File: config.mk
export PLATFORM = sky130hd
export DESIGN_NAME = urf_report_level
export DESIGN_NICKNAME = d
export VERILOG_FILES = /design/src/verilog/urf_report_level.v
export VERILOG_INCLUDE_DIRS = /design/src /design/src/verilog
export SDC_FILE = /design/constraint.sdc
export NUM_CORES = 1
export LEC_CHECK = 0
export BUFFER_PORTS_ARGS = -buffer_cell sky130_fd_sc_hd__buf_2
export CORE_UTILIZATION = 45
export DETAILED_ROUTE_END_ITERATION = 12
export PLACE_DENSITY = 0.71
export SYNTH_ARGS = -nofsm -noshare
export SYNTH_HDL_FRONTEND = slang
export SYNTH_SLANG_ARGS = --single-unit
File: constraint.sdc
create_clock -name clk_sys -period 5.3 [get_ports clk_sys]
set_input_delay 0.265 -clock clk_sys [delete_from_list [all_inputs] [get_ports clk_sys]]
set_output_delay 0.265 -clock clk_sys [all_outputs]
set_load 0.005 [all_outputs]
File: src/verilog/urf_consts.vh
`ifndef URF_CONSTS_VH
`define URF_CONSTS_VH

// Register byte addresses
`define URF_ADDR_MASK 12'h068
`define URF_ADDR_DELAY 12'h06C
`define URF_ADDR_LEVEL 12'h070

// Report mask layout
`define URF_BIT_ALWAYS 31
`define URF_BIT_MACRTO 19
`define URF_BIT_RXFRAME 18
`define URF_BIT_TXHALT 17
`define URF_BIT_RXHALT 16
`define URF_BIT_PHY 15
`define URF_BIT_TXERR 14
`define URF_BIT_TXUNDER 13
`define URF_BIT_TXOVER 12
`define URF_BIT_RXDROP 11
`define URF_PIN_HI 10
`define URF_MASK_WMASK 32'h800FFFFF
`define URF_MASK_RESET 32'h00000000

// Short packet delay field
`define URF_DELAY_W 16
`define URF_DELAY_RESET 16'h0800
`define URF_DELAY_STEP_PS 16667

// Level counter fields
`define URF_RDLVL_LO 16
`define URF_RDLVL_W 14
`define URF_WRLVL_W 14

// Clock period
`define URF_CLK_PS 50000

`endif

File: src/verilog/urf_report_level.v
module urf_report_level #(
    parameter EVT_W = 20,
    parameter CNT_W = 14
) (
    clk_sys,
    rst_n,
    regAddr,
    regWrData,
    regWr,
    regRd,
    regRdData,
    eventPulse,
    pollTick,
    statusSend,
    statusEvents,
    shortPending,
    shortGo,
    fifoWrWord,
    fifoWrEnd,
    fifoWrRewind,
    fifoRdWord,
    fifoRdEnd,
    fifoRdRewind
);
`include "urf_consts.vh"
    // Clock and synchronous reset
    input wire clk_sys;
    input wire rst_n;
    // Register port, read data one cycle later
    input wire [11:0] regAddr;
    input wire [31:0] regWrData;
    input wire regWr;
    input wire regRd;
    output reg [31:0] regRdData;
    // Event sources and interrupt endpoint slot
    input wire [EVT_W-1:0] eventPulse;
    input wire pollTick;
    output reg statusSend;
    output reg [EVT_W-1:0] statusEvents;
    // Short packet hold-off handshake
    input wire shortPending;
    output reg shortGo;
    // Receive FIFO write side strobes
    input wire fifoWrWord;
    input wire fifoWrEnd;
    input wire fifoWrRewind;
    // Receive FIFO read side strobes
    input wire fifoRdWord;
    input wire fifoRdEnd;
    input wire fifoRdRewind;

    // Delay step to clock cycles, rounded up, at least one
    localparam integer STEP_PS = `URF_DELAY_STEP_PS;
    localparam integer CLK_PS = `URF_CLK_PS;
    localparam integer STEP_CYC_RAW = (STEP_PS + CLK_PS - 1) / CLK_PS;
    localparam integer STEP_CYC = (STEP_CYC_RAW < 1) ? 1 : STEP_CYC_RAW;
    // Total wait fits in delay width times step count
    localparam integer WAIT_W = `URF_DELAY_W + 2;
    localparam [WAIT_W-1:0] WAIT_ONE = {{(WAIT_W-1){1'b0}}, 1'b1};
    // Hold-off timer states, one-hot
    localparam [2:0] ST_IDLE = 3'b001;
    localparam [2:0] ST_COUNT = 3'b010;
    localparam [2:0] ST_HOLD = 3'b100;

    reg [31:0] maskQ;
    reg [`URF_DELAY_W-1:0] delayQ;
    reg [EVT_W-1:0] pendQ;
    reg [CNT_W-1:0] rdLvlQ;
    reg [CNT_W-1:0] wrLvlQ;
    reg [CNT_W-1:0] wrPktQ;
    reg [CNT_W-1:0] rdPktQ;
    reg [CNT_W-1:0] rdLvlD;
    reg [CNT_W-1:0] wrLvlD;
    reg [WAIT_W-1:0] waitQ;
    reg [2:0] stateQ;
    wire [EVT_W-1:0] enables;
    wire [EVT_W-1:0] gatedEvt;
    wire [WAIT_W-1:0] waitLoad;
    wire [31:0] waitProd;
    wire [CNT_W-1:0] wrPktNext;
    wire [CNT_W-1:0] rdPktNext;
    wire [31:0] maskImage;
    wire [31:0] delayImage;
    wire [31:0] levelImage;
    wire sendNow;
    wire hitMask;
    wire hitDelay;
    // Named report enables, one per mask field
    wire statusPipeAlwaysSend;
    wire macResetTimeoutReportEn;
    wire rxFrameReportEn;
    wire transmitterHaltedReportEn;
    wire receiverHaltedReportEn;
    wire transceiverEventReportEn;
    wire transmitErrorReportEn;
    wire txFifoUnderrunReportEn;
    wire txFifoOverrunReportEn;
    wire droppedFrameReportEn;
    wire [`URF_PIN_HI:0] pinEventReportEn;

    // Mask fields split out by source
    assign statusPipeAlwaysSend = maskQ[`URF_BIT_ALWAYS];
    assign macResetTimeoutReportEn = maskQ[`URF_BIT_MACRTO];
    assign rxFrameReportEn = maskQ[`URF_BIT_RXFRAME];
    assign transmitterHaltedReportEn = maskQ[`URF_BIT_TXHALT];
    assign receiverHaltedReportEn = maskQ[`URF_BIT_RXHALT];
    assign transceiverEventReportEn = maskQ[`URF_BIT_PHY];
    assign transmitErrorReportEn = maskQ[`URF_BIT_TXERR];
    assign txFifoUnderrunReportEn = maskQ[`URF_BIT_TXUNDER];
    assign txFifoOverrunReportEn = maskQ[`URF_BIT_TXOVER];
    assign droppedFrameReportEn = maskQ[`URF_BIT_RXDROP];
    assign pinEventReportEn = maskQ[`URF_PIN_HI:0];

    // Enable vector in event bit order, timeout down to pins
    assign enables = {macResetTimeoutReportEn, rxFrameReportEn,
        transmitterHaltedReportEn, receiverHaltedReportEn,
        transceiverEventReportEn, transmitErrorReportEn, txFifoUnderrunReportEn,
        txFifoOverrunReportEn, droppedFrameReportEn, pinEventReportEn};

    // Address decode for writes
    assign hitMask = (regAddr == `URF_ADDR_MASK);
    assign hitDelay = (regAddr == `URF_ADDR_DELAY);

    // Each source passes only when its enable bit is set
    genvar gi;
    generate
        for (gi = 0; gi < EVT_W; gi = gi + 1) begin : gEvt
            assign gatedEvt[gi] = eventPulse[gi] & enables[gi];
        end
    endgenerate

    // Register writes; reserved bits masked off
    always @(posedge clk_sys) begin
        if (!rst_n) begin
            maskQ <= `URF_MASK_RESET;
            delayQ <= `URF_DELAY_RESET;
        end else if (regWr) begin
            if (hitMask) begin
                maskQ <= regWrData & `URF_MASK_WMASK;
            end
            if (hitDelay) begin
                delayQ <= regWrData[`URF_DELAY_W-1:0];
            end
        end
    end

    // Read images; reserved positions forced to zero
    assign maskImage = maskQ & `URF_MASK_WMASK;
    assign delayImage = {{(32-`URF_DELAY_W){1'b0}}, delayQ};
    assign levelImage = {2'h0, rdLvlQ, 2'h0, wrLvlQ};

    // Read data one cycle after strobe; unmapped reads zero
    always @(posedge clk_sys) begin
        if (!rst_n) begin
            regRdData <= 32'h00000000;
        end else if (regRd) begin
            case (regAddr)
                `URF_ADDR_MASK: regRdData <= maskImage;
                `URF_ADDR_DELAY: regRdData <= delayImage;
                `URF_ADDR_LEVEL: regRdData <= levelImage;
                default: regRdData <= 32'h00000000;
            endcase
        end else begin
            regRdData <= 32'h00000000;
        end
    end

    // Poll slot is used when always-send is on or something is pending
    assign sendNow = pollTick && (statusPipeAlwaysSend || (pendQ != {EVT_W{1'b0}}));

    // Sticky pending events; new event wins over the send clear
    always @(posedge clk_sys) begin
        if (!rst_n) begin
            pendQ <= {EVT_W{1'b0}};
            statusSend <= 1'b0;
            statusEvents <= {EVT_W{1'b0}};
        end else begin
            statusSend <= 1'b0;
            if (sendNow) begin
                statusSend <= 1'b1;
                statusEvents <= pendQ;
                pendQ <= gatedEvt;
            end else begin
                pendQ <= pendQ | gatedEvt;
            end
        end
    end

    // Wait length in cycles; product cut to the timer width on purpose
    assign waitProd = delayQ * STEP_CYC;
    assign waitLoad = waitProd[WAIT_W-1:0];

    // Short packet hold-off timer, one-hot states
    always @(posedge clk_sys) begin
        if (!rst_n) begin
            stateQ <= ST_IDLE;
            waitQ <= {WAIT_W{1'b0}};
            shortGo <= 1'b0;
        end else begin
            shortGo <= 1'b0;
            case (stateQ)
                ST_IDLE: begin
                    // Load the delay when a short packet shows up
                    if (shortPending) begin
                        waitQ <= waitLoad;
                        if (waitLoad == {WAIT_W{1'b0}}) begin
                            shortGo <= 1'b1;
                            stateQ <= ST_HOLD;
                        end else begin
                            stateQ <= ST_COUNT;
                        end
                    end
                end
                ST_COUNT: begin
                    // Count down; a withdrawn packet aborts the wait
                    if (!shortPending) begin
                        stateQ <= ST_IDLE;
                    end else if (waitQ > WAIT_ONE) begin
                        waitQ <= waitQ - 1'b1;
                    end else begin
                        waitQ <= {WAIT_W{1'b0}};
                        shortGo <= 1'b1;
                        stateQ <= ST_HOLD;
                    end
                end
                ST_HOLD: begin
                    // Re-arm only once the pending packet is gone
                    if (!shortPending) begin
                        stateQ <= ST_IDLE;
                    end
                end
                default: begin
                    stateQ <= ST_IDLE;
                end
            endcase
        end
    end

    // Packet word tallies including a word in this same cycle
    assign wrPktNext = fifoWrWord ? wrPktQ + 1'b1 : wrPktQ;
    assign rdPktNext = fifoRdWord ? rdPktQ + 1'b1 : rdPktQ;

    // Read-side level next value; a write rewind cancels the packet end
    always @* begin
        rdLvlD = rdLvlQ;
        if (fifoWrEnd && !fifoWrRewind) begin
            rdLvlD = rdLvlD + wrPktNext;
        end
        if (fifoRdWord) begin
            rdLvlD = rdLvlD - 1'b1;
        end
        if (fifoRdRewind) begin
            rdLvlD = rdLvlD + rdPktNext;
        end
    end

    // Write-side level next value; a read rewind cancels the packet end
    always @* begin
        wrLvlD = wrLvlQ;
        if (fifoWrWord) begin
            wrLvlD = wrLvlD + 1'b1;
        end
        if (fifoWrRewind) begin
            wrLvlD = wrLvlD - wrPktNext;
        end
        if (fifoRdEnd && !fifoRdRewind) begin
            wrLvlD = wrLvlD - rdPktNext;
        end
    end

    // Level counters; software can only read them
    always @(posedge clk_sys) begin
        if (!rst_n) begin
            rdLvlQ <= {CNT_W{1'b0}};
            wrLvlQ <= {CNT_W{1'b0}};
        end else begin
            rdLvlQ <= rdLvlD;
            wrLvlQ <= wrLvlD;
        end
    end

    // Words of the packet now entering the FIFO
    always @(posedge clk_sys) begin
        if (!rst_n) begin
            wrPktQ <= {CNT_W{1'b0}};
        end else if (fifoWrEnd || fifoWrRewind) begin
            wrPktQ <= {CNT_W{1'b0}};
        end else begin
            wrPktQ <= wrPktNext;
        end
    end

    // Words of the packet now leaving the FIFO
    always @(posedge clk_sys) begin
        if (!rst_n) begin
            rdPktQ <= {CNT_W{1'b0}};
        end else if (fifoRdEnd || fifoRdRewind) begin
            rdPktQ <= {CNT_W{1'b0}};
        end else begin
            rdPktQ <= rdPktNext;
        end
    end

endmodule

# After elaboration in Yosys (flattened, before gate mapping)
# Cells that the tools add are included.
[word_totals]
word_cells = 99
regBits = 188
input_bits = 76
output_inout_bits = 54
[classes]
add_sub_neg = 9
reduce_logical = 18
n_mux = 26
magnitude_cmp = 1
n_bitwise = 22
n_eq_ne = 10
[ops]
columns = ["cell", "count"]
rows = [
  ["two-way mux 14 bit", 8],
  ["one-hot mux 32 bit (3 select lines)", 1],
  ["two-way mux 18 bit", 3],
  ["adder 14 x 1 -> 14 bit (second input constant)", 3],
  ["equality test 12 x 7 -> 1 bit (second input constant)", 3],
  ["one-hot mux 18 bit (2 select lines)", 1],
  ["adder 14 bit", 2],
  ["subtractor 14 bit", 2],
  ["bitwise AND 1 bit", 20],
  ["two-way mux 20 bit", 1],
  ["OR 20 bit", 1],
  ["nonzero test 20 bit", 1],
  ["> comparator 18 x 1 -> 1 bit (second input constant)", 1],
  ["logical NOT 18 bit", 1],
  ["subtractor 18 x 1 -> 18 bit (second input constant)", 1],
  ["two-way mux 3 bit", 5],
  ["subtractor 14 x 1 -> 14 bit (second input constant)", 1],
  ["one-hot mux 3 bit (3 select lines)", 1],
  ["inequality test 2 bit (second input constant)", 3],
  ["AND reduction 2 bit", 3],
  ["AND reduction 3 bit", 2],
  ["two-way mux 1 bit", 5],
  ["OR reduction 2 bit", 2],
  ["equality test 3 x 1 -> 1 bit (second input constant)", 1],
  ["9 further kinds", 14],
]

# Logic depth before layout (Yosys ltp)
# Gate-level depths: netlist (run 1).
[logic_depth]
ltp_word = 8
ltp_mapped = 23
ltp_nobuf = 22

# Least setup slack after synthesis (run 1)
# No wires, ideal clock.
[synth_timing]
kind = "input-to-reg"
startpoint = "in fifoWrWord"
endpoint = "reg rdLvlQ[13]"
arrival_ns = 4.754
t_required_ns = 5.230
n_path_buf = 2
slack_ns = 0.475
cell_stages = 21
setup_ns = 0.070
path_cell_list = "clkbuf_1 clkbuf_1 mux2i_1 inv_1 ha_1 a21o_1 a221oi_2 xor2_1 nor2_1 a21oi_2 or4b_1 xor2_1 ha_1 and3_1 a21oi_1 o211ai_1 a41oi_1 xnor2_1 nor2_1 or3_1 a21oi_1"
[synth_via]
elab_chain_cells = 7
[synth_lines]
columns = ["element", "line_no", "rtl"]
rows = [
  ["from (decl)", "urf_report_level.v:44", "input wire fifoWrWord;"],
  ["two-way mux 14 bit *", "urf_report_level.v:240", "assign wrPktNext = fifoWrWord ? wrPktQ + 1'b1 : wrPktQ;"],
  ["net wrPktNext[1]", "urf_report_level.v:80", "wire [CNT_W-1:0] wrPktNext;"],
  ["adder 14 bit *", "urf_report_level.v:247", "rdLvlD = rdLvlD + wrPktNext;"],
  ["two-way mux 14 bit *", "urf_report_level.v:246", "if (fifoWrEnd && !fifoWrRewind) begin"],
  ["subtractor 14 x 1 -> 14 bit", "urf_report_level.v:250", "rdLvlD = rdLvlD - 1'b1;"],
  ["two-way mux 14 bit *", "urf_report_level.v:249", "if (fifoRdWord) begin"],
  ["adder 14 bit", "urf_report_level.v:253", "rdLvlD = rdLvlD + rdPktNext;"],
  ["two-way mux 14 bit *", "urf_report_level.v:252", "if (fifoRdRewind) begin"],
  ["to (signal assigned)", "urf_report_level.v:274", "rdLvlQ <= {CNT_W{1'b0}};"],
  ["to (signal assigned)", "urf_report_level.v:277", "rdLvlQ <= rdLvlD;"],
  ["to (decl)", "urf_report_level.v:68", "reg [CNT_W-1:0] rdLvlQ;"],
]
# Mark *: on every way through the listed nets, which the timed path passes. The rest lies on a longest branch.
# A chain may end at the register's enable or synchronous reset.

# Worst setup path in the final report (run 1)
[layout_timing]
startpoint = "reg wrPktQ[2]"
endpoint = "reg rdLvlQ[13]"
[layout_via]
elab_chain_cells = 8
[layout_lines]
columns = ["element", "line_no", "rtl"]
rows = [
  ["from (decl)", "urf_report_level.v:70", "reg [CNT_W-1:0] wrPktQ;"],
  ["from (signal assigned)", "urf_report_level.v:285", "wrPktQ <= {CNT_W{1'b0}};"],
  ["from (signal assigned)", "urf_report_level.v:287", "wrPktQ <= {CNT_W{1'b0}};"],
  ["from (signal assigned)", "urf_report_level.v:289", "wrPktQ <= wrPktNext;"],
  ["adder 14 x 1 -> 14 bit *", "urf_report_level.v:240", ""],
  ["two-way mux 14 bit *", "urf_report_level.v:240", ""],
  ["net wrPktNext[9]", "urf_report_level.v:80", ""],
  ["adder 14 bit *", "urf_report_level.v:247", ""],
  ["two-way mux 14 bit *", "urf_report_level.v:246", ""],
  ["subtractor 14 x 1 -> 14 bit", "urf_report_level.v:250", ""],
  ["two-way mux 14 bit *", "urf_report_level.v:249", ""],
  ["adder 14 bit", "urf_report_level.v:253", ""],
  ["two-way mux 14 bit *", "urf_report_level.v:252", ""],
]
# Marks and branches as above.

==> summary.txt, run 1 <==
GLOBAL ROUTE
-----------------------------------------------------------------------------------------
Antenna violations before repair                                                        1
Wire length of the first global-routing pass                                      45.8 mm
All-layer global routing usage                                                      24.3%
Vias in the first global route                                                       8895
Pin count of the biggest net entering global routing                                   76
Sum of overflow across all layers after global routing                                  0

CLOCK NETWORK
-----------------------------------------------------------------------------------------
CTS Hold Bufs                                                                           0
Total clock buffers created by CTS                                                     17
Clock-pin slew of the registers on the worst-case setup and hold paths            0.09 ns
Number of H-tree levels                                                                 4
TritonCTS clock tree                                                                built
Clock latency on the worst-skew pair                                              0.45 ns
Max clock buf depth                                                                     2
Number of sinks handled by clock tree synthesis                                       187
Root buffer cell                                                             sky130_fd_sc_hd__clkbuf_16

POWER
-----------------------------------------------------------------------------------------
Total power density per cell area                                              358 mW/mm²
Maximum VDD drop                                                               0.000213 V
Internal power                                                                    2.71 mW
Total design power                                                                4.26 mW
Psw                                                                               1.55 mW
Pleak                                                                             5.17 nW
Sequential share of power                                                           36.8%
Share of power burned in combinational logic                                        30.2%
Fraction of power consumed by the clock network                                     32.9%
Switching part of the total power                                                   36.4%

FINISH
-----------------------------------------------------------------------------------------
Post-layout instance area                                                      0.0119 mm²
Final #Nets                                                                          1508
Area delta synth->final                                                             15.0%
Layout cell share with drive strength beyond 1                                      14.2%

MIN PATH
-----------------------------------------------------------------------------------------
Class of the most critical hold timing path                                     in -> reg

SYNTHESIS
-----------------------------------------------------------------------------------------
Synth warn                                                                              0
Post-Syn Area                                                                  0.0103 mm²
Proportion of register bits with asynchronous set or reset after synthesis             0%
Cell with the most instances after synthesis                                 sky130_fd_sc_hd__dfxtp_1
Cell type contributing the most total cell area after synthesis              sky130_fd_sc_hd__dfxtp_1
Count of flip-flops with a built-in enable after synthesis                              0
Fraction of synthesized cell area taken by the top area cell type                   36.2%
Mean instance size in the synthesized netlist                                    8.12 µm²
Top cells by area in the synthesized netlist                                 sky130_fd_sc_hd__dfxtp_1, sky130_fd_sc_hd__ha_1, sky130_fd_sc_hd__nor2_1
Synthesized instance count                                                           1273
Commonest cells in the synthesized netlist                                   sky130_fd_sc_hd__dfxtp_1, sky130_fd_sc_hd__nor2_1, sky130_fd_sc_hd__nand2_1, sky130_fd_sc_hd__a21oi_1, sky130_fd_sc_hd__ha_1
Post-synthesis net count                                                             1413
Sequential element share of the synthesized area                                    36.2%
Number of register bits inferred by synthesis                                         187
Unique cell type count in the Yosys netlist                                            74
Dominant register cell in the synthesized netlist                            sky130_fd_sc_hd__dfxtp_1

ROUTING
-----------------------------------------------------------------------------------------
Total DRC errors in the routed layout                                                   0
Remaining antenna violation count                                                       0
Via density                                                                          5.71
Wirelength, routed                                                                28.4 mm
Number of DRC markers after the initial detailed-route iteration                      794
Detailed Routing Iterations Pass 1                                                      7
Routed len/inst                                                                   17.0 µm
DR vias                                                                              9523

TIMING
-----------------------------------------------------------------------------------------
Setup WS post-layout                                                             0.296 ns
Setup_tns                                                                            0 ns
Number of pins exceeding their max-slew limit in the final report                       0
Count of endpoints failing hold in the final timing report                              0
Fmax                                                                              200 MHz
Final worst path period need                                                      5.00 ns
Final setup skew                                                                0.0174 ns
Final period utilization                                                            94.4%
Final setup viols                                                                       0
Slew of the pin with the lowest slew margin                                       1.06 ns
Slew Limit Headroom                                                                 28.7%
Final hold slack                                                                0.0444 ns

RUN STATUS
-----------------------------------------------------------------------------------------
Outcome                                                                      finished clean

DIE
-----------------------------------------------------------------------------------------
Vert. Die Dim                                                                      154 µm
Cell Rows                                                                              55
Area of the placeable core                                                     0.0226 mm²
Die Footprint                                                                  0.0236 mm²
Floorplan die width                                                                154 µm
Number of top-level pins                                                              130
Starting Density                                                                    45.8%

WORST SETUP PATH
-----------------------------------------------------------------------------------------
Type of the setup path with the least slack                                    reg -> reg
Critical Path End Type                                                           register
Top fanout value on the critical path                                                   5
Data arrival time at the worst-slack endpoint                                     5.36 ns
Startpoint types                                                                 register
Required time at the endpoint of the critical path                                5.65 ns

PLACEMENT
-----------------------------------------------------------------------------------------
GPL Wtd Cong                                                                        0.903
Total placed instance area                                                     0.0112 mm²
Detailed Place HPWL                                                               21.2 mm
Count of buffers from port buffering                                                  117
Setup slack after placement                                                      0.296 ns

RUN
-----------------------------------------------------------------------------------------
Number of max-capacitance violations reported                                           0

[worst max-delay path, cell delays in order, from the launching register on]
cell and delay (ns):
sky130_fd_sc_hd__dfxtp_1 0.44, sky130_fd_sc_hd__nand4_1 0.23, sky130_fd_sc_hd__buf_4 0.21, sky130_fd_sc_hd__nor2_1 0.11
sky130_fd_sc_hd__nand3_1 0.10, sky130_fd_sc_hd__xor2_1 0.46, sky130_fd_sc_hd__inv_1 0.15, sky130_fd_sc_hd__ha_1 0.39
sky130_fd_sc_hd__nand2_1 0.10, sky130_fd_sc_hd__a211oi_1 0.26, sky130_fd_sc_hd__nor2b_1 0.10, sky130_fd_sc_hd__xnor2_1 0.18
sky130_fd_sc_hd__a2111o_1 0.46, sky130_fd_sc_hd__nor2_1 0.13, sky130_fd_sc_hd__xor2_1 0.26, sky130_fd_sc_hd__ha_1 0.31
sky130_fd_sc_hd__a21o_1 0.17, sky130_fd_sc_hd__a41oi_1 0.19, sky130_fd_sc_hd__xnor2_1 0.16, sky130_fd_sc_hd__nor2_1 0.07
sky130_fd_sc_hd__or3_1 0.31, sky130_fd_sc_hd__a21oi_1 0.12
[metal layers]
metal | vias up | wire (µm) | global-route usage, %
met5 | - | 0 | 0
li1 | 4682 | - | -
met3 | 71 | 1730 | 3.97
met4 | 0 | 1140 | 11.8
met2 | 340 | 12400 | 37.1
met1 | 4430 | 13200 | 33.2
[power by group through the flow]
stage | clock network [mW] | logic (mW) | registers, mW
after floorplan | 0 | 1.01 | 1.55
after global placement | 0 | 1.23 | 1.59
after detailed placement | 0 | 1.25 | 1.60
after CTS | 1.43 | 1.27 | 1.56
after global routing | 1.48 | 1.44 | 1.57
final | 1.40 | 1.29 | 1.57
[metrics by stage]
stage	utilization (%)	std cells
after floorplan	-	1273
after global placement	49.6	1632
final	52.7	1667
after CTS	52.5	1664
after global routing	52.7	1667
after detailed placement	49.6	1632
[area by class of cell]
| class | instances | area [µm²] |
|---|---|---|
| well taps | 285 | 357 |
| clock inverters | 15 | 223 |
| clock buffers | 17 | 425 |
| multi-input cells | 979 | 6230 |
| fillers | 2089 | 10700 |
| inverters | 51 | 193 |
| flip-flops and latches | 187 | 3750 |
| diodes | 1 | 2.50 |
| repair buffers | 132 | 711 |
[kinds of logic after synthesis]
logic type / Yosys count / synth area share (%)
buf+inv: 107 / 3.97
compound gates: 296 / 18.8
fa+ha+maj: 64 / 8.04
other cells: 1 / 0.0363
flops: 187 / 36.2
simple gates: 491 / 21.6
mux: 35 / 3.46
xor+xnor: 92 / 7.80
[flip-flops by register name, indices dropped and copies added, names as in the netlist]
signal,count
delayQ,16
maskQ,21
pendQ,20
rdLvlQ,14
rdPktQ,14
regRdData,31
shortGo,1
stateQ,3
statusEvents,20
statusSend,1
waitQ,18
wrLvlQ,14
wrPktQ,14
[placed cells by master, fill, tap and decap left out, types with 14 or more instances in the layout]
cell / count
sky130_fd_sc_hd__nand3_1: 31
sky130_fd_sc_hd__o21ai_0: 45
sky130_fd_sc_hd__nand2_1: 156
sky130_fd_sc_hd__mux2i_1: 29
sky130_fd_sc_hd__nor3_1: 27
sky130_fd_sc_hd__buf_2: 117
sky130_fd_sc_hd__and2_1: 18
sky130_fd_sc_hd__nand4_1: 16
sky130_fd_sc_hd__nor2_1: 170
sky130_fd_sc_hd__inv_1: 49
sky130_fd_sc_hd__buf_4: 14
sky130_fd_sc_hd__clkbuf_16: 17
sky130_fd_sc_hd__xor2_1: 42
sky130_fd_sc_hd__and3_1: 16
sky130_fd_sc_hd__a22oi_1: 27
sky130_fd_sc_hd__dfxtp_1: 185
sky130_fd_sc_hd__a21oi_1: 108
sky130_fd_sc_hd__a222oi_1: 14
sky130_fd_sc_hd__ha_1: 60
sky130_fd_sc_hd__xnor2_1: 48
sky130_fd_sc_hd__a211oi_1: 14
[timing repair]
item / CTS / global route
gates resized for setup: 0 / 5
setup buffers: 0 / 2
setup endpoints to repair: 0 / 3
[final timing paths]
kind         depth (start not counted)  slack [ns]                     startpoint                             to
max                                 21        0.30           wrPktQ[2]$_SDFF_PP0_          rdLvlQ[13]$_SDFF_PN0_
min                                  3        0.04                 eventPulse[12]           pendQ[12]$_SDFF_PN0_
max reg2reg                         21        0.30           wrPktQ[2]$_SDFF_PP0_          rdLvlQ[13]$_SDFF_PN0_
min reg2reg                          2        0.46  statusEvents[18]$_SDFFE_PN0P_  statusEvents[18]$_SDFFE_PN0P_
Note: power is estimated with default switching activity, not from simulation.
==> run 2, diff against run 1 <==
- ABC_AREA: not set -> 1
==> summary.txt, run 2 <==
SYNTHESIS
------------------------------------------------------------------------------------------
Post-Syn Area                                                                   0.0111 mm²   +7.5%
Share of synthesized cell area in full adder, half adder and majority cells          7.48%   -0.56 points
Synth warn                                                                               0   unchanged
Cell type contributing the most total cell area after synthesis               sky130_fd_sc_hd__dfxtp_1
Multiplexer area fraction after synthesis                                               0%   -3.5 points
Dominant register cell in the synthesized netlist                             sky130_fd_sc_hd__dfxtp_1
Cell with the most instances after synthesis                                  sky130_fd_sc_hd__nand2_1
Proportion of register bits with asynchronous set or reset after synthesis              0%   unchanged
Post-synthesis net count                                                              1795   +27%
Mean instance size in the synthesized netlist                                     6.71 µm²   -17%
Post-synthesis compound-gate area fraction                                           14.8%   -4.0 points
Combinational family with the most area after synthesis                       simple AND/OR/NAND/NOR gates
Xor and xnor fraction of the mapped netlist area                                     5.36%   -2.4 points
Area fraction in and, or, nand and nor cells after synthesis                         29.5%   +7.9 points
Sequential element share of the synthesized area                                     33.7%   -2.5 points
Commonest cells in the synthesized netlist                                    sky130_fd_sc_hd__nand2_1, sky130_fd_sc_hd__nor2_1, sky130_fd_sc_hd__inv_1, sky130_fd_sc_hd__dfxtp_1, sky130_fd_sc_hd__a21oi_1
Unique cell type count in the Yosys netlist                                             45   -39%
Number of register bits inferred by synthesis                                          187   unchanged
Count of flip-flops with a built-in enable after synthesis                               0   unchanged
Synthesized instance count                                                            1655   +30%
Top cells by area in the synthesized netlist                                  sky130_fd_sc_hd__dfxtp_1, sky130_fd_sc_hd__nand2_1, sky130_fd_sc_hd__nor2_1
Fraction of synthesized cell area taken by the top area cell type                    33.7%   -2.5 points

FINISH
------------------------------------------------------------------------------------------
Fillers                                                                               2445   +17%
Most frequent standard cell in the layout excluding fill and tap cells        sky130_fd_sc_hd__nand2_1
Post-layout instance area                                                       0.0125 mm²   +5.4%
Number of non-filler instances in the completed layout                                2087   +25%
Area of combinational cells with multiple inputs                               0.00637 mm²   +2.2%
Largest register FFs                                                                    31   unchanged
Commonest non-fill, non-tap cells in the layout                               sky130_fd_sc_hd__nand2_1, sky130_fd_sc_hd__nor2_1, sky130_fd_sc_hd__inv_1
Register cell area after layout                                                0.00374 mm²   about the same
Largest registers                                                             regRdData x31, maskQ x21
Layout cell share with drive strength beyond 1                                       10.8%   -3.4 points
Area delta synth->final                                                              12.8%
Util after Layout                                                                    51.7%   -0.99 points
Final #Nets                                                                           1889   +25%
Top reg by flops                                                                 regRdData

MIN PATH
------------------------------------------------------------------------------------------
Startpoint of the tightest hold check path                                    regWrData[19]
Class of the most critical hold timing path                                      in -> reg

GLOBAL ROUTE
------------------------------------------------------------------------------------------
Sum of overflow across all layers after global routing                                   0   unchanged
Vias in the first global route                                                        9942   +12%
Pin count of the biggest net entering global routing                                    76   unchanged
Wire length of the first global-routing pass                                       50.3 mm   +9.8%
All-layer global routing usage                                                       24.8%   +0.50 points
Antenna violations before repair                                                         2   +1

CLOCK NETWORK
------------------------------------------------------------------------------------------
TritonCTS clock tree                                                                 built
Setup Fix Bufs, Post-CTS                                                                 0   unchanged
Total clock buffers created by CTS                                                      17   unchanged
Max clock buf depth                                                                      2   unchanged
Root buffer cell                                                              sky130_fd_sc_hd__clkbuf_16
Number of H-tree levels                                                                  4   unchanged
Clock-pin slew of the registers on the worst-case setup and hold paths             0.08 ns   about the same
CTS Hold Bufs                                                                            0   unchanged
Clock latency on the worst-skew pair                                               0.44 ns   about the same
Number of sinks handled by clock tree synthesis                                        187   unchanged

WORST SETUP PATH
------------------------------------------------------------------------------------------
Startpoint of the lowest-slack register-to-register path                      wrPktQ[0]$_SDFF_PP0_
Crit-path max cell delay                                                           0.44 ns   -0.02 ns
Critical path buffer and inverter count                                                  2   unchanged
Critical Path Source                                                          wrPktQ[0]$_SDFF_PP0_
Startpoint types                                                                  register
Critical Path End Type                                                            register
Critical path's most frequent cell                                            sky130_fd_sc_hd__nand2_1
Type of the setup path with the least slack                                     reg -> reg
Slowest cell on crit path                                                     sky130_fd_sc_hd__dfxtp_1
Top fanout value on the critical path                                                    5   unchanged
Required time at the endpoint of the critical path                                 5.63 ns   -0.02 ns
Data arrival time at the worst-slack endpoint                                      5.07 ns   -0.29 ns
Crit path max-delay family                                                    simple AND/OR/NAND/NOR gates

POWER
------------------------------------------------------------------------------------------
Pleak                                                                              5.83 nW   +13%
Total design power                                                                 4.45 mW   +4.7%
Total power density per cell area                                               355 mW/mm²   -0.71%
Maximum VDD drop                                                                0.000230 V   +7.8%

RUN
------------------------------------------------------------------------------------------
Number of max-capacitance violations reported                                            0   unchanged

TIMING
------------------------------------------------------------------------------------------
Number of pins exceeding their max-slew limit in the final report                        0   unchanged
Final worst path period need                                                       4.74 ns   -0.268 ns
Count of endpoints failing hold in the final timing report                               0   unchanged
Slew Limit Headroom                                                                  41.7%   +13 points
Final setup viols                                                                        0   unchanged
Final hold slack                                                                 0.0492 ns   +0.00484 ns
Setup WS post-layout                                                              0.565 ns   +0.268 ns
RSZ-0062 raised after global routing                                                    no
Setup_tns                                                                             0 ns   unchanged
Final setup skew                                                                 0.0144 ns   -0.00301 ns
Final period utilization                                                             89.3%   -5.1 points
Fmax                                                                               211 MHz   +5.7%
Slew of the pin with the lowest slew margin                                       0.871 ns   -0.191 ns

ROUTING
------------------------------------------------------------------------------------------
Detailed Routing Iterations Pass 1                                                       5   -2
Wirelength, routed                                                                 31.2 mm   +10%
Number of DRC markers after the initial detailed-route iteration                       710   -11%
Via density                                                                           5.16   -9.7%
Routed len/inst                                                                    15.0 µm   -12%
Remaining antenna violation count                                                        0   unchanged
Total DRC errors in the routed layout                                                    0   unchanged
DR vias                                                                              10800   +13%

DIE
------------------------------------------------------------------------------------------
Cell Rows                                                                               57   +3.6%
Number of top-level pins                                                               130   unchanged
Die Footprint                                                                   0.0253 mm²   +7.4%
Vert. Die Dim                                                                       159 µm   +3.6%
Area of the placeable core                                                      0.0242 mm²   +7.4%
Floorplan die width                                                                 159 µm   +3.6%
Starting Density                                                                     45.8%   about the same

PLACEMENT
------------------------------------------------------------------------------------------
GPL Wtd Cong                                                                         0.937   +3.8%
Detailed Place HPWL                                                                24.3 mm   +15%
Cell Count Post-Placement                                                             2054   +26%
Setup slack after placement                                                       0.603 ns   +0.308 ns
Total placed instance area                                                      0.0119 mm²   +6.6%
Count of buffers from port buffering                                                   117   unchanged

RUN STATUS
------------------------------------------------------------------------------------------
Outcome                                                                       finished clean

==> run 2: cell count changes after synthesis, moves of 29 or more <==
| cell | previous run | this run |
|---|---|---|
| sky130_fd_sc_hd__nand2_1 | 156 | 354 |
| sky130_fd_sc_hd__nor2_1 | 170 | 241 |
| sky130_fd_sc_hd__mux2i_1 | 29 | 0 |
| sky130_fd_sc_hd__inv_1 | 49 | 205 |
| sky130_fd_sc_hd__nand3_1 | 31 | 83 |
| sky130_fd_sc_hd__o21ai_0 | 45 | 105 |
==> run 2: repair_timing <==
item                                   CTS  global route
gates resized for setup                  0             2
endpoints found under the hold margin    0             0
setup endpoints to repair                0             1
==> run 2: area by class of cell <==
type	instances	area share, %
Antenna cell	1	0.0200
Clock buffer	18	3.42
Clock inverter	14	1.20
Inverter	213	6.40
Multi-Input combinational cell	1207	50.8
Sequential cell	187	29.9
Tap cell	324	3.23
Timing Repair Buffer	123	5.03
==> run 2: cell families after synthesis <==
| kind of cell | after synthesis |
|---|---|
| and+or+nand+nor | 775 |
| AOI/OAI and AO/OA | 299 |
| buffers and inverters | 261 |
| DFF | 187 |
| xor gates and xnor gates | 68 |
| adders and majority gates | 64 |
| other | 1 |
==> run 2: power breakdown <==
group	leakage [nW]	switching (mW)	internal, mW
clock network	0.276	0.631	0.630
logic	4.04	1.04	0.610
registers	1.52	0.0789	1.47
total	5.83	1.75	2.71
==> run 2: worst min-delay path, stage by stage <==
cell                     delay [ns]
sky130_fd_sc_hd__buf_2         0.08
sky130_fd_sc_hd__nor2_1        0.04
sky130_fd_sc_hd__nor2_1        0.08
==> run 2: path summary, 6_finish.rpt <==
kind	end	slack, ns	depth (start not counted)
worst max-delay path	rdLvlQ[13]$_SDFF_PN0_	0.56	32
worst min-delay path	maskQ[19]$_SDFFE_PN0P_	0.05	3
worst max register to register	rdLvlQ[13]$_SDFF_PN0_	0.56	32
worst min register to register	pendQ[0]$_SDFF_PN0_	0.47	2
==> run 2: metal layers <==
metal  share of wire, %  GRT usage (%)  wire length [µm]
met5              0.026              0                 8
met4                2.0           7.69               623
met3                6.2           3.88              1940
met2                 45           39.6             14000
met1                 47           34.2             14700
==> run 3, diff against run 2 <==
==> constraint.sdc (replaced) <==
create_clock -name clk_sys -period 5.3 [get_ports clk_sys]
set_input_delay 0 -clock clk_sys [delete_from_list [all_inputs] [get_ports clk_sys]]
set_output_delay 0 -clock clk_sys [all_outputs]
set_load 0.005 [all_outputs]
==> summary.txt, run 3 (synthesis gave the netlist of run 2 again) <==
WORST SETUP PATH
-------------------------------------------------------------------------------------
Type of the setup path with the least slack                                reg -> reg
Required time at the endpoint of the critical path                            5.64 ns   about the same
Slowest cell on crit path                                                sky130_fd_sc_hd__dfxtp_1
Worst reg2reg path depth                                                           31   -3.1%
Startpoint types                                                             register
Worst setup slack for register-to-register paths                              0.67 ns   +0.10 ns
Endpoint of the worst-slack reg-to-reg timing path                       rdLvlQ[13]$_SDFF_PN0_
Critical Path End Type                                                       register
Critical path's most frequent cell                                       sky130_fd_sc_hd__nand2_1
Top fanout value on the critical path                                               5   unchanged
Crit-path max cell delay                                                      0.44 ns   about the same
Data arrival time at the worst-slack endpoint                                 4.97 ns   -0.10 ns
Startpoint of the lowest-slack register-to-register path                 wrPktQ[0]$_SDFF_PP0_

ROUTING
-------------------------------------------------------------------------------------
Uppermost signal routing layer after detailed routing                            met5
Detailed Routing Iterations Pass 1                                                  5   unchanged
Wirelength, routed                                                            31.8 mm   +1.7%
Total DRC errors in the routed layout                                               0   unchanged
Routed len/inst                                                               14.9 µm   -0.63%
Wire length on met2                                                           14.5 mm   +3.6%
Via density                                                                      5.17   +0.16%
DR vias                                                                         11000   +2.5%
Detailed-routed wire length on met3                                           1.80 mm   -7.1%
Remaining antenna violation count                                                   0   unchanged
Number of DRC markers after the initial detailed-route iteration                  769   +8.3%
Met1 wire length                                                              15.0 mm   +2.4%

TIMING
-------------------------------------------------------------------------------------
Final hold slack                                                            0.0349 ns   -0.0142 ns
Final setup viols                                                                   0   unchanged
Number of pins exceeding their max-slew limit in the final report                   0   unchanged
Final worst path period need                                                  4.63 ns   -0.103 ns
Slew Limit Headroom                                                             38.1%   -3.6 points
Fmax                                                                          216 MHz   +2.2%
RSZ-0062 raised after global routing                                               no
Setup_tns                                                                        0 ns   unchanged
Final period utilization                                                        87.4%   -1.9 points
Final setup skew                                                            0.0132 ns   -0.00121 ns
Count of endpoints failing hold in the final timing report                          0   unchanged
Slew of the pin with the lowest slew margin                                  0.925 ns   +0.0544 ns

FINISH
-------------------------------------------------------------------------------------
Antenna diodes                                                                      0   -1
Most frequent standard cell in the layout excluding fill and tap cells   sky130_fd_sc_hd__nand2_1
Fillers                                                                          2389   -2.3%
Commonest non-fill, non-tap cells in the layout                          sky130_fd_sc_hd__nand2_1, sky130_fd_sc_hd__nor2_1, sky130_fd_sc_hd__inv_1
Largest register FFs                                                               31   unchanged
Largest registers                                                        regRdData x31, maskQ x21
Post-layout instance area                                                  0.0131 mm²   +4.4%
Top reg by flops                                                            regRdData
Area delta synth->final                                                         17.7%
Final #Nets                                                                      1939   +2.6%
Layout cell share with drive strength beyond 1                                  10.5%   -0.35 points

POWER
-------------------------------------------------------------------------------------
Total power density per cell area                                          350 mW/mm²   -1.6%
Internal power                                                                2.79 mW   +2.9%
Maximum VDD drop                                                           0.000198 V   -14%
Psw                                                                           1.79 mW   +2.2%
Fraction of power consumed by the clock network                                 29.5%   +1.2 points
Switching part of the total power                                               39.1%   -0.17 points
Total design power                                                            4.57 mW   +2.7%
Sequential share of power                                                       33.9%   -0.8 points
Pleak                                                                         6.06 nW   +4.0%
Share of power burned in combinational logic                                    36.6%   -0.4 points

CLOCK NETWORK
-------------------------------------------------------------------------------------
Max clock buf depth                                                                 2   unchanged
Clock latency on the worst-skew pair                                          0.44 ns   about the same
Number of H-tree levels                                                             4   unchanged
Number of sinks handled by clock tree synthesis                                   187   unchanged
Setup Fix Bufs, Post-CTS                                                            0   unchanged
Clock-pin slew of the registers on the worst-case setup and hold paths        0.08 ns   about the same
Total clock buffers created by CTS                                                 17   unchanged
TritonCTS clock tree                                                            built
Root buffer cell                                                         sky130_fd_sc_hd__clkbuf_16

GLOBAL ROUTE
-------------------------------------------------------------------------------------
All-layer global routing usage                                                  24.9%   +0.17 points
Vias in the first global route                                                  10100   +1.1%
Pin count of the biggest net entering global routing                               76   unchanged
Sum of overflow across all layers after global routing                              0   unchanged
Wire length of the first global-routing pass                                  50.8 mm   +0.95%
Antenna violations before repair                                                    1   -1

DIE
-------------------------------------------------------------------------------------
Vert. Die Dim                                                                  159 µm   unchanged
Area of the placeable core                                                 0.0242 mm²   unchanged
Cell Rows                                                                          57   unchanged
Die Footprint                                                              0.0253 mm²   unchanged
Starting Density                                                                45.8%   unchanged
Floorplan die width                                                            159 µm   unchanged
Number of top-level pins                                                          130   unchanged

RUN
-------------------------------------------------------------------------------------
Number of max-capacitance violations reported                                       0   unchanged

PLACEMENT
-------------------------------------------------------------------------------------
Detailed Place HPWL                                                           24.3 mm   -0.18%
Count of buffers from port buffering                                              117   unchanged
Total placed instance area                                                 0.0119 mm²   about the same
GPL Wtd Cong                                                                    0.896   -4.4%

MIN PATH
-------------------------------------------------------------------------------------
Class of the most critical hold timing path                                 in -> reg
Hold path depth                                                                     4   +1
Startpoint of the tightest hold check path                                      regWr
End point of the worst hold path                                         delayQ[15]$_SDFFE_PN0P_

RUN STATUS
-------------------------------------------------------------------------------------
Outcome                                                                  finished clean

run 3: worst max-delay path by stage:
stage | from | endpoint | slack (ns) | cells after the start
global placement | wrPktQ[0]$_SDFF_PP0_ | rdLvlQ[13]$_SDFF_PN0_ | 0.65 | 31
global route | wrPktQ[0]$_SDFF_PP0_ | rdLvlQ[13]$_SDFF_PN0_ | 0.09 | 32
CTS | wrPktQ[0]$_SDFF_PP0_ | rdLvlQ[13]$_SDFF_PN0_ | 0.55 | 31
detailed placement | wrPktQ[0]$_SDFF_PP0_ | rdLvlQ[13]$_SDFF_PN0_ | 0.58 | 31
floorplan | wrPktQ[0]$_SDFF_PP0_ | rdLvlQ[13]$_SDFF_PN0_ | 1.33 | 29
finish | wrPktQ[0]$_SDFF_PP0_ | rdLvlQ[13]$_SDFF_PN0_ | 0.67 | 31
run 3: cell type report:
| cell class | instances | area [µm²] | area share, % |
|---|---|---|---|
| multi-input combinational | 1207 | 6370 | 48.7 |
| sequential | 187 | 3740 | 28.6 |
| timing repair buffer | 173 | 1130 | 8.67 |
| inverter | 213 | 802 | 6.13 |
| clock buffer | 17 | 425 | 3.25 |
| tap | 324 | 405 | 3.10 |
| clock inverter | 15 | 204 | 1.56 |
run 3: power by group through the flow:
stage	clock, mW	combinational [mW]	sequential, mW
after global routing	1.43	1.90	1.56
after global placement	0	1.59	1.58
after floorplan	0	1.26	1.55
final	1.35	1.68	1.55
after CTS	1.37	1.65	1.55
after detailed placement	0	1.61	1.58
run 3: critical path: cells and delay by family, from the launching register on:
| kind | cells | cell delay (ns) |
|---|---|---|
| AOI/OAI and AO/OA | 1 | 0.19 |
| buffers and inverters | 5 | 0.39 |
| adders and majority gates | 3 | 0.93 |
| xor gates and xnor gates | 2 | 0.47 |
| and+or+nand+nor | 20 | 2.14 |
| DFF | 1 | 0.44 |
run 3: per-stage QoR:
step           cells  setup WS (ns)  utilization, %
4_1_cts         2136          0.553            53.9
5_1_grt         2136         0.0905            53.9
6_report        2136          0.667            53.9
3_5_place_dp    2053          0.583            49.2
3_3_place_gp    2053          0.654            49.2
2_1_floorplan   1655           1.33               -
run 3: repair_timing:
item                                    in CTS  in global routing
gates resized for setup                      0                  2
hold endpoints to repair                    72                  0
hold buffers                                51                  0
endpoints found under the setup margin       0                  1
run 3: layer usage:
| layer | global-route usage (%) | vias to the layer above |
|---|---|---|
| met5 | 0 | - |
| met4 | 6.16 | 2 |
| met3 | 3.75 | 27 |
| met2 | 40.6 | 316 |
| met1 | 34.5 | 5018 |
| li1 | - | 5674 |
